**config.mk**
```make
export PLATFORM = sky130hd
export DESIGN_NAME = pold_top
export DESIGN_NICKNAME = d
export VERILOG_FILES = /design/src/pold_pkg.sv /design/src/pold_ahb_if.sv /design/src/pold_pin_drive.sv /design/src/pold_top.sv
export SDC_FILE = /design/constraint.sdc
export NUM_CORES = 1
export LEC_CHECK = 0
export BUFFER_PORTS_ARGS = -buffer_cell sky130_fd_sc_hd__buf_4
export CORE_AREA = 5 5 132 134
export DETAILED_ROUTE_END_ITERATION = 6
export DIE_AREA = 0 0 137 139
export SLEW_MARGIN = 15
export SYNTH_ARGS = -nofsm -noshare
export SYNTH_HDL_FRONTEND = slang
export SYNTH_SLANG_ARGS = --single-unit
```
**constraint.sdc**
```tcl
create_clock -name core_clk -period 2.9 [get_ports core_clk]
set_clock_uncertainty 0.15 [all_clocks]
set_input_delay 0.58 -clock core_clk [delete_from_list [all_inputs] [get_ports core_clk]]
set_output_delay 0.58 -clock core_clk [all_outputs]
set_load 0.02 [all_outputs]
```
**src/pold_pkg.sv**
```systemverilog
// shared constants and types for the port output and led drive block
package pold_pkg;

  localparam int NUM_PORTS  = 5;
  localparam int PORT_WIDTH = 8;
  localparam int IDX_WIDTH  = 12;
  localparam int LED_PORT   = 2;

  // register indices; byte address is four times the index
  localparam logic [11:0] IDX_LED_SINK_ENABLE     = 12'hf82;
  localparam logic [11:0] IDX_LED_LEVEL_MSB       = 12'hf83;
  localparam logic [11:0] IDX_LED_LEVEL_LSB       = 12'hf84;
  localparam logic [11:0] IDX_PORT_A_OUTPUT_VALUE = 12'hfd3;
  localparam logic [11:0] IDX_PORT_B_OUTPUT_VALUE = 12'hfd7;
  localparam logic [11:0] IDX_PORT_C_OUTPUT_VALUE = 12'hfdb;
  localparam logic [11:0] IDX_PORT_D_OUTPUT_VALUE = 12'hfdf;
  localparam logic [11:0] IDX_PORT_E_OUTPUT_VALUE = 12'hfe3;
  localparam logic [4:0][11:0] IDX_PORT_OUTPUT_VALUE = {
    IDX_PORT_E_OUTPUT_VALUE, IDX_PORT_D_OUTPUT_VALUE,
    IDX_PORT_C_OUTPUT_VALUE, IDX_PORT_B_OUTPUT_VALUE,
    IDX_PORT_A_OUTPUT_VALUE};

  // index field position inside haddr
  localparam int ADDR_IDX_LSB = 2;
  localparam int ADDR_IDX_MSB = 13;

  localparam logic [7:0]  RESET_VALUE = 8'h00;
  localparam logic [2:0]  HSIZE_WORD  = 3'h2;
  localparam logic [1:0]  HRESP_OKAY  = 2'h0;

  // current level codes: msb from the high register
  typedef enum logic [1:0] {
    LED_3MA  = 2'h0,
    LED_7MA  = 2'h1,
    LED_13MA = 2'h2,
    LED_20MA = 2'h3
  } pold_led_level_type;

  // one bus access held through its data phase
  typedef struct packed {
    logic        valid;
    logic        write;
    logic [11:0] index;
  } pold_access_type;

  // gating from the neighbouring port configuration logic
  typedef struct packed {
    logic [7:0] isOutput;
    logic [7:0] altFunc;
    logic [7:0] openDrain;
  } pold_pin_cfg_type;

endpackage

```
**src/pold_ahb_if.sv**
```systemverilog
// ahb-lite address phase capture for the register file
`timescale 1ns/100ps
module pold_ahb_if (
  input  wire logic                     core_clk,
  input  wire logic                     reset_n,
  input  wire logic                     hsel,
  input  wire logic [31:0]              haddr,
  input  wire logic [1:0]               htrans,
  input  wire logic                     hwrite,
  input  wire logic [2:0]               hsize,
  input  wire logic                     hready,
  output pold_pkg::pold_access_type     addrPhase,
  output pold_pkg::pold_access_type     dataPhase
);

  logic addrTaken;
  logic wordAligned;

  // nonseq or seq, word sized, aligned; anything else is ignored
  assign wordAligned = (haddr[1:0] == 2'h0) &&
                       (hsize == pold_pkg::HSIZE_WORD);
  assign addrTaken   = hsel && hready && htrans[1] && wordAligned;

  assign addrPhase.valid = addrTaken;
  assign addrPhase.write = hwrite;
  assign addrPhase.index =
    haddr[pold_pkg::ADDR_IDX_MSB:pold_pkg::ADDR_IDX_LSB];

  always_ff @(posedge core_clk) begin
    if (!reset_n) begin
      dataPhase <= '0;
    end else if (hready) begin
      dataPhase <= addrPhase;
    end
  end

endmodule

```
**src/pold_pin_drive.sv**
```systemverilog
// per pin output gating for one 8-bit port
`timescale 1ns/100ps
module pold_pin_drive (
  input  pold_pkg::pold_pin_cfg_type cfg,
  input  wire logic [7:0]            outValue,
  output logic [7:0]                 pinOut,
  output logic [7:0]                 pinOutEn_n
);

  genvar b;
  generate
    for (b = 0; b < pold_pkg::PORT_WIDTH; b++) begin : g_bit
      logic driveAllowed;
      logic driveHigh;
      assign driveAllowed = cfg.isOutput[b] && !cfg.altFunc[b];  // [RULE_01]
      assign driveHigh    = outValue[b] && !cfg.openDrain[b];    // [RULE_03]
      assign pinOut[b]    = outValue[b];                         // [RULE_02]
      assign pinOutEn_n[b] =
        !(driveAllowed && (!outValue[b] || driveHigh));          // [RULE_01]
    end
  endgenerate

endmodule

```
**src/pold_top.sv**
```systemverilog
// port output data registers and led current sink control
//
// Summary of operation
// RULE_01 - pin follows its data bit only as output and not alternate function
// RULE_02 - a driven pin shows low for stored zero, high for stored one
// RULE_03 - with open drain set, a stored one releases the pin instead
// RULE_04 - five 8-bit read/write output registers, ports A to E, reset zero
// RULE_05 - 8-bit sink enable register, reset zero; one connects the sink
// RULE_06 - sink acts only when led alternate function is selected
// RULE_07 - two 8-bit level registers, high and low bit, reset zero
// RULE_08 - code {high,low}: 00 3mA, 01 7mA, 10 13mA, 11 20mA
// RULE_09 - every led pin has its own enable and level
// RULE_10 - outputs change on the edge after a write; reads return stored value
//
// The implementer's own choice: the AHB-Lite interface to the registers.
`timescale 1ns/100ps
module pold_top (
  input  wire logic                          core_clk,
  input  wire logic                          reset_n,
  input  wire logic                          hsel,
  input  wire logic [31:0]                   haddr,
  input  wire logic [1:0]                    htrans,
  input  wire logic                          hwrite,
  input  wire logic [2:0]                    hsize,
  input  wire logic [2:0]                    hburst,
  input  wire logic [3:0]                    hprot,
  input  wire logic                          hmastlock,
  input  wire logic                          hready,
  input  wire logic [31:0]                   hwdata,
  output logic [31:0]                        hrdata,
  output logic                               hreadyout,
  output logic [1:0]                         hresp,
  input  pold_pkg::pold_pin_cfg_type [4:0]   pinCfg,
  input  wire logic [7:0]                    ledFuncSelect,
  output logic [4:0][7:0]                    pinOut,
  output logic [4:0][7:0]                    pinOutEn_n,
  output logic [7:0]                         ledSinkOn,
  output logic [7:0][1:0]                    ledCurrentCode
);

  pold_pkg::pold_access_type addrPhase;
  pold_pkg::pold_access_type dataPhase;

  logic [4:0][7:0] portOutputValue;
  logic [7:0]      ledSinkEnable;
  logic [7:0]      ledLevelMsb;
  logic [7:0]      ledLevelLsb;

  logic            dataWrite;
  logic [4:0]      portWriteHit;
  logic            sinkWriteHit;
  logic            msbWriteHit;
  logic            lsbWriteHit;
  logic [4:0]      portReadHit;
  logic            sinkReadHit;
  logic            msbReadHit;
  logic            lsbReadHit;
  logic [4:0][7:0] portReadOr;
  logic [7:0]      storedByte;
  logic            writeBypass;
  logic [7:0]      readByte;
  logic [31:0]     next_hrdata;

  pold_ahb_if u_ahb_if (
    .core_clk  (core_clk),
    .reset_n   (reset_n),
    .hsel      (hsel),
    .haddr     (haddr),
    .htrans    (htrans),
    .hwrite    (hwrite),
    .hsize     (hsize),
    .hready    (hready),
    .addrPhase (addrPhase),
    .dataPhase (dataPhase)
  );

  // zero wait state slave, always okay
  assign hreadyout = 1'b1;
  assign hresp     = pold_pkg::HRESP_OKAY;

  // write decode in the data phase
  assign dataWrite    = dataPhase.valid && dataPhase.write;
  assign sinkWriteHit = dataWrite &&
    (dataPhase.index == pold_pkg::IDX_LED_SINK_ENABLE);
  assign msbWriteHit  = dataWrite &&
    (dataPhase.index == pold_pkg::IDX_LED_LEVEL_MSB);
  assign lsbWriteHit  = dataWrite &&
    (dataPhase.index == pold_pkg::IDX_LED_LEVEL_LSB);

  // read decode in the address phase
  assign sinkReadHit =
    (addrPhase.index == pold_pkg::IDX_LED_SINK_ENABLE);
  assign msbReadHit  = (addrPhase.index == pold_pkg::IDX_LED_LEVEL_MSB);
  assign lsbReadHit  = (addrPhase.index == pold_pkg::IDX_LED_LEVEL_LSB);

  genvar p;
  generate
    for (p = 0; p < pold_pkg::NUM_PORTS; p++) begin : g_port
      assign portWriteHit[p] = dataWrite &&
        (dataPhase.index == pold_pkg::IDX_PORT_OUTPUT_VALUE[p]);
      assign portReadHit[p] =
        (addrPhase.index == pold_pkg::IDX_PORT_OUTPUT_VALUE[p]);

      // output value registers, one per port
      always_ff @(posedge core_clk) begin
        if (!reset_n) begin
          portOutputValue[p] <= pold_pkg::RESET_VALUE;       // [RULE_04]
        end else if (portWriteHit[p]) begin
          portOutputValue[p] <= hwdata[7:0];                 // [RULE_04]
        end
      end

      if (p == 0) begin : g_first
        assign portReadOr[p] = {8{portReadHit[p]}} & portOutputValue[p];
      end else begin : g_rest
        assign portReadOr[p] = portReadOr[p-1] |
          ({8{portReadHit[p]}} & portOutputValue[p]);
      end

      pold_pin_drive u_pin_drive (
        .cfg        (pinCfg[p]),
        .outValue   (portOutputValue[p]),
        .pinOut     (pinOut[p]),
        .pinOutEn_n (pinOutEn_n[p])
      );
    end
  endgenerate

  // led enable and level registers
  always_ff @(posedge core_clk) begin
    if (!reset_n) begin
      ledSinkEnable <= pold_pkg::RESET_VALUE;                // [RULE_05]
    end else if (sinkWriteHit) begin
      ledSinkEnable <= hwdata[7:0];                          // [RULE_05]
    end
  end

  always_ff @(posedge core_clk) begin
    if (!reset_n) begin
      ledLevelMsb <= pold_pkg::RESET_VALUE;                  // [RULE_07]
    end else if (msbWriteHit) begin
      ledLevelMsb <= hwdata[7:0];                            // [RULE_07]
    end
  end

  always_ff @(posedge core_clk) begin
    if (!reset_n) begin
      ledLevelLsb <= pold_pkg::RESET_VALUE;                  // [RULE_07]
    end else if (lsbWriteHit) begin
      ledLevelLsb <= hwdata[7:0];                            // [RULE_07]
    end
  end

  // each led pin gated and coded on its own
  genvar l;
  generate
    for (l = 0; l < pold_pkg::PORT_WIDTH; l++) begin : g_led
      assign ledSinkOn[l] =
        ledSinkEnable[l] && ledFuncSelect[l];                // [RULE_06] [RULE_09]
      assign ledCurrentCode[l] =
        {ledLevelMsb[l], ledLevelLsb[l]};                    // [RULE_08] [RULE_09]
    end
  endgenerate

  // read selection; a write still in its data phase is forwarded
  assign storedByte = portReadOr[pold_pkg::NUM_PORTS-1] |
                      ({8{sinkReadHit}} & ledSinkEnable) |
                      ({8{msbReadHit}} & ledLevelMsb) |
                      ({8{lsbReadHit}} & ledLevelLsb);
  assign writeBypass = dataWrite &&
    (dataPhase.index == addrPhase.index) &&
    (|{portReadHit, sinkReadHit, msbReadHit, lsbReadHit});
  assign readByte    = writeBypass ? hwdata[7:0] : storedByte;   // [RULE_10]
  assign next_hrdata = {24'h000000, readByte};

  always_ff @(posedge core_clk) begin
    if (!reset_n) begin
      hrdata <= 32'h00000000;
    end else if (addrPhase.valid && !addrPhase.write) begin
      hrdata <= next_hrdata;                                 // [RULE_10]
    end
  end

  logic [4:0][7:0] chkAllowed;
  logic [4:0][7:0] chkOpenDrain;
  generate
    for (p = 0; p < pold_pkg::NUM_PORTS; p++) begin : g_chk
      assign chkAllowed[p]   = pinCfg[p].isOutput & ~pinCfg[p].altFunc;
      assign chkOpenDrain[p] = pinCfg[p].openDrain;
    end
  endgenerate
endmodule

```
==> After elaboration in Yosys (flattened, before gate mapping) <==
Cells that the tools add are included.
{ "totals": {"memories": 0, "rom_bits": 0, "latch_bits": 0, "reg_bits": 86, "input_bits": 210, "ramBits": 0} }
{ "classes": {"n_addsub": 0, "n_eq_ne": 18, "n_mul": 0, "shift": 0, "muxes": 1, "bitwise": 15, "n_div": 0, "n_reduce_logical": 347, "n_lt_le_gt_ge": 0} }
{ "ops": {"columns": ["cell", "n"], "rows": [
  ["$eq A12 B12 Y1 const B", 16],
  ["$logic_not A1 Y1", 161],
  ["$logic_and A1 B1 Y1", 144],
  ["$and A8 B8 Y8", 8],
  ["$or A8 B8 Y8", 7],
  ["$logic_or A1 B1 Y1", 40],
  ["$eq A12 B12 Y1", 1],
  ["$mux W8", 1],
  ["$reduce_or A8 Y1", 1],
  ["$eq A3 B2 Y1 const B", 1],
  ["$logic_not A2 Y1", 1]
]} }

==> Logic depth before layout (Yosys ltp) <==
{ "depth": {"word_depth": 10, "ltp_mapped": 7, "depth_no_buf": 5} }

==> Hierarchy <==
From an unflattened synthesis, not the netlist that was laid out.
{ "hier_totals": {"cells_unflattened": 642, "area_unflattened_um2": 5596.6} }
{ "by_module_without_submodules": {"columns": ["module", "seq_area_each_um2", "cells_each", "instances", "area_per_inst_um2"], "rows": [
  ["pold_top", 1441.4, 460, 1, 4160.2],
  ["pold_pin_drive", 0.0, 24, 5, 150.1],
  ["pold_ahb_if", 280.3, 62, 1, 685.7]
]} }

==> Worst setup path before layout <==
No wires, ideal clock.
{ "synth_timing": {"path_kind": "input -> register", "from": "in haddr[9]", "to": "reg hrdata[0]", "arrival_time_ps": 1739, "stages": 6, "n_path_buf": 1, "t_required_ps": 2627, "setup_slack_ps": 887, "path_cell_list": "buf_2 xor2_1 nor4_1 nand4_1 o221ai_1 nand3_1"} }
{ "synth_between": {"elab_chain_len": 10} }
{ "synth_rtl": {"columns": ["element", "line", "text"], "rows": [
  ["from (decl)", "pold_top.sv:21", "input wire logic [31:0] haddr,"],
  ["$eq A12 B12 Y1", "pold_top.sv:102", "(addrPhase.index == pold_pkg::IDX_PORT_OUTPUT_VALUE[p]);"],
  ["$and A8 B8 Y8, on equally long branches", "pold_top.sv:114, pold_top.sv:117", null],
  ["$or A8 B8 Y8 (4 in series)", "pold_top.sv:116", "assign portReadOr[p] = portReadOr[p-1] |"],
  ["$or A8 B8 Y8", "pold_top.sv:166", "assign storedByte = portReadOr[pold_pkg::NUM_PORTS-1] |"],
  ["$or A8 B8 Y8", "pold_top.sv:167", "({8{sinkReadHit}} & ledSinkEnable) |"],
  ["$or A8 B8 Y8", "pold_top.sv:168", "({8{msbReadHit}} & ledLevelMsb) |"],
  ["$mux W8 (*)", "pold_top.sv:173", "assign readByte = writeBypass ? hwdata[7:0] : storedByte;"],
  ["to (signal assigned)", "pold_top.sv:180", "hrdata <= next_hrdata;"],
  ["to (decl)", "pold_top.sv:30", "output logic [31:0] hrdata,"]
]} }
Mark *: on every way between the ends. The rest lies on a longest branch, timed or not.
A chain may end at the register's enable or synchronous reset.

==> Final worst setup path <==
{ "layout_timing": {"from": "in haddr[4]", "to": "reg hrdata[2]"} }
Same word-level chain as after synthesis.

==> flow_summary.ini <==
[logic_synthesis]
synth_edf_count = 0
syn_avg_cell_area_um2 = 9.56
yosysUniqueCellTypes = 46
async_flop_share = 0
synth_ff_type = dfxtp_1
ys_seq_area_frac = 0.337
ys_warn_count = 0
synth_area_um2 = 5110
ys_seq_elements = 86
synthCells = 535

[power]
internal-power_mw = 2.10
p_per_area_nw_per_um2 = 382
combPwrFrac = 0.157
swShare = 0.255
power.switching_mw = 0.719
ir_worst_vdd_uv = 346
p_leak_nw = 3.52
seqPwrFrac = 0.429
pwr-share-clk = 0.414

[setup_path]
crit_type = in -> reg
endpoint_kind = flop
critPathArrivalTime_ns = 2.20
crit_chain = buf_4 > nor2b_1 > o21a_1 > o211ai_2 > o221ai_1 > nand3_1
cpPeakStageDelay_ns = 0.60
worstPathRequired_ns = 2.98
crit_path_max_fanout = 15
critPathSlowestCell = nor2b_1
path_buf_inv = 1
critPathTopFamily = compound AO/OA/AOI/OAI gates
critPathLaunchType = primary input

[finish]
syn_to_final_growth_pct = 44.4
final_cells = 1009
antenna_cells = 0
drive_above_1_share = 0.402
nNetsFinal = 994

[sta]
fin_crit_sh = 0.732
tightest_slew_ns = 0.716
tns_ns = 0
finalSetupViolCount = 0
slew_violations = 0
min_period_ns = 2.12
grt_setup_unrepaired = no
final_hold_viol_count = 0
relSlewSlack = 0.522
fmax_mhz = 471
finalWorstSetupSlack_ns = 0.777

[grt]
grtUsageTotal = 0.182
grt_pass1_wl_mm = 27.1
gr-total-overflow = 0
grt_pass1_vias = 5066
antenna_found_initial = 0
grt_max_degree = 51

[placement]
place_congestion = 0.891
pre_cts_ws_ns = 0.485
dp.cells = 993
place_hpwl_mm = 14.4
port_buffers = 270

[drt]
drtIter0Drc = 164
routed_wl_mm = 17.9
vias = 4787
drtAntennaViolNets = 0
viasPerCell = 4.74
drc = 0
wire_per_inst_um = 17.7
dr.pass1.iters = 4

[floorplan]
die_area_um2 = 19000
fp.dieH_um = 139
dieWidth_um = 137
core_region_area_um2 = 16200
io_pins = 349
rows = 47
start_util = 0.316

[clock_tree]
cts_tree = yes
clockBufferDepth = 2
cts.clk_slew.worst_paths_ns = 0.07
clk_latency_ns = 0.34
cts_made_buffers = 9
cts_resized = 0
cts_htree_levels = 3
cts_hold_repair.buffers = 0
post-cts-setup-buffers = 0
cts-root-buf = clkbuf_16
clock-sinks = 86

[min_path]
hold_path.class = reg -> reg

[job]
cap_viol_max_count = 0

[run_status]
status = completed
tightest hold or removal path, delay by kind of cell, from the launching register on:
family	cells	cell delay, ns
flip-flops	1	0.33
AND/OR/NAND/NOR	2	0.11
area by class of cell:
type	count	area [µm²]
Clock inverter	5	60.1
Tap cell	220	275
Clock buffer	11	233
Sequential cell	86	1720
Fill cell	1589	8790
Timing Repair Buffer	274	2060
Multi-Input combinational cell	405	3000
Inverter	8	30.0
cell families (layout without fill, tap and decap cells):
kind of cell,Yosys count,after routing,synth area share
xor gates and xnor gates,12,12,0.0206
and+or+nand+nor,243,243,0.300
buffers and inverters,69,298,0.0940
AOI/OAI and AO/OA,46,46,0.0769
muxes,77,77,0.170
DFF,86,86,0.337
other,2,27,0.00147
path summary, 6_finish.rpt:
| kind | start | to | slack, ns | depth (start not counted) |
|---|---|---|---|---|
| worst max-delay path | haddr[4] | hrdata[2]$_SDFFE_PN0P_ | 0.78 | 6 |
| worst min-delay path | hrdata[1]$_SDFFE_PN0P_ | hrdata[1]$_SDFFE_PN0P_ | 0.32 | 2 |
| worst max register to register | u_ahb_if.dataPhase[2]$_SDFFE_PN0P_ | hrdata[2]$_SDFFE_PN0P_ | 0.80 | 5 |
| worst min register to register | hrdata[1]$_SDFFE_PN0P_ | hrdata[1]$_SDFFE_PN0P_ | 0.32 | 2 |
flip-flops by register name, summed over array words and instances, names as in the netlist:
| register | count |
|---|---|
| ledSinkEnable | 8 |
| portOutputValue | 40 |
| ledLevelMsb | 8 |
| hrdata | 8 |
| ledLevelLsb | 8 |
| u_ahb_if.dataPhase | 14 |
cells in the final DEF (no fill, tap or decap), types with 2 or more instances in the layout:
cell,instances
clkbuf_1,2
nor2_1,4
nor2b_1,75
nor4_1,3
nand4b_1,2
a21boi_2,8
a22oi_1,8
xor2_1,12
conb_1,27
buf_4,274
inv_1,8
mux2i_1,69
a22o_1,8
dfxtp_1,86
and2_1,8
and4_1,4
and3_1,2
nand4_4,4
o21a_1,3
nand4_1,10
nor3b_4,2
clkbuf_16,9
nand3_1,9
nand2_1,66
mux4_2,8
o22ai_1,8
nand3b_1,42
o221ai_1,8
clkinv_4,2
power groups by stage:
| stage | Clock, mW | Sequential, mW | Combinational (mW) |
|---|---|---|---|
| finish | 1.17 | 1.21 | 0.441 |
| global route | 1.24 | 1.21 | 0.473 |
| CTS | 1.19 | 1.21 | 0.442 |
| detailed placement | 0 | 1.24 | 0.441 |
| global placement | 0 | 1.23 | 0.432 |
| floorplan | 0 | 1.23 | 0.239 |
routing by layer:
layer	routed length, µm	track usage	vias up
li1	-	-	2320
met1	6980	0.211	2248
met2	9410	0.333	205
met3	1280	0.0421	14
met4	235	0.0473	0
met5	0	0	-
through the flow:
stage / instance area, µm² / power [mW] / utilization / hold WS, ns
after floorplan: 5210 / 1.47 / - / 0.307
after global placement: 7090 / 1.67 / 0.438 / 0.295
after detailed placement: 7090 / 1.68 / 0.438 / 0.308
after CTS: 7380 / 2.84 / 0.456 / 0.322
after global routing: 7380 / 2.92 / 0.456 / 0.338
final: 7380 / 2.82 / 0.456 / 0.318
cells in the mapped netlist (9+ instances only):
library cell	instances	area (µm²)
nand4_1	10	62.6
dfxtp_1	86	1720
nand3b_1	42	315
mux2i_1	69	691
nand3_1	9	45.0
nor2b_1	75	469
buf_4	28	210
clkbuf_1	11	41.3
nand2_1	66	248
xor2_1	12	105
Power figures use the tool's default switching activity.
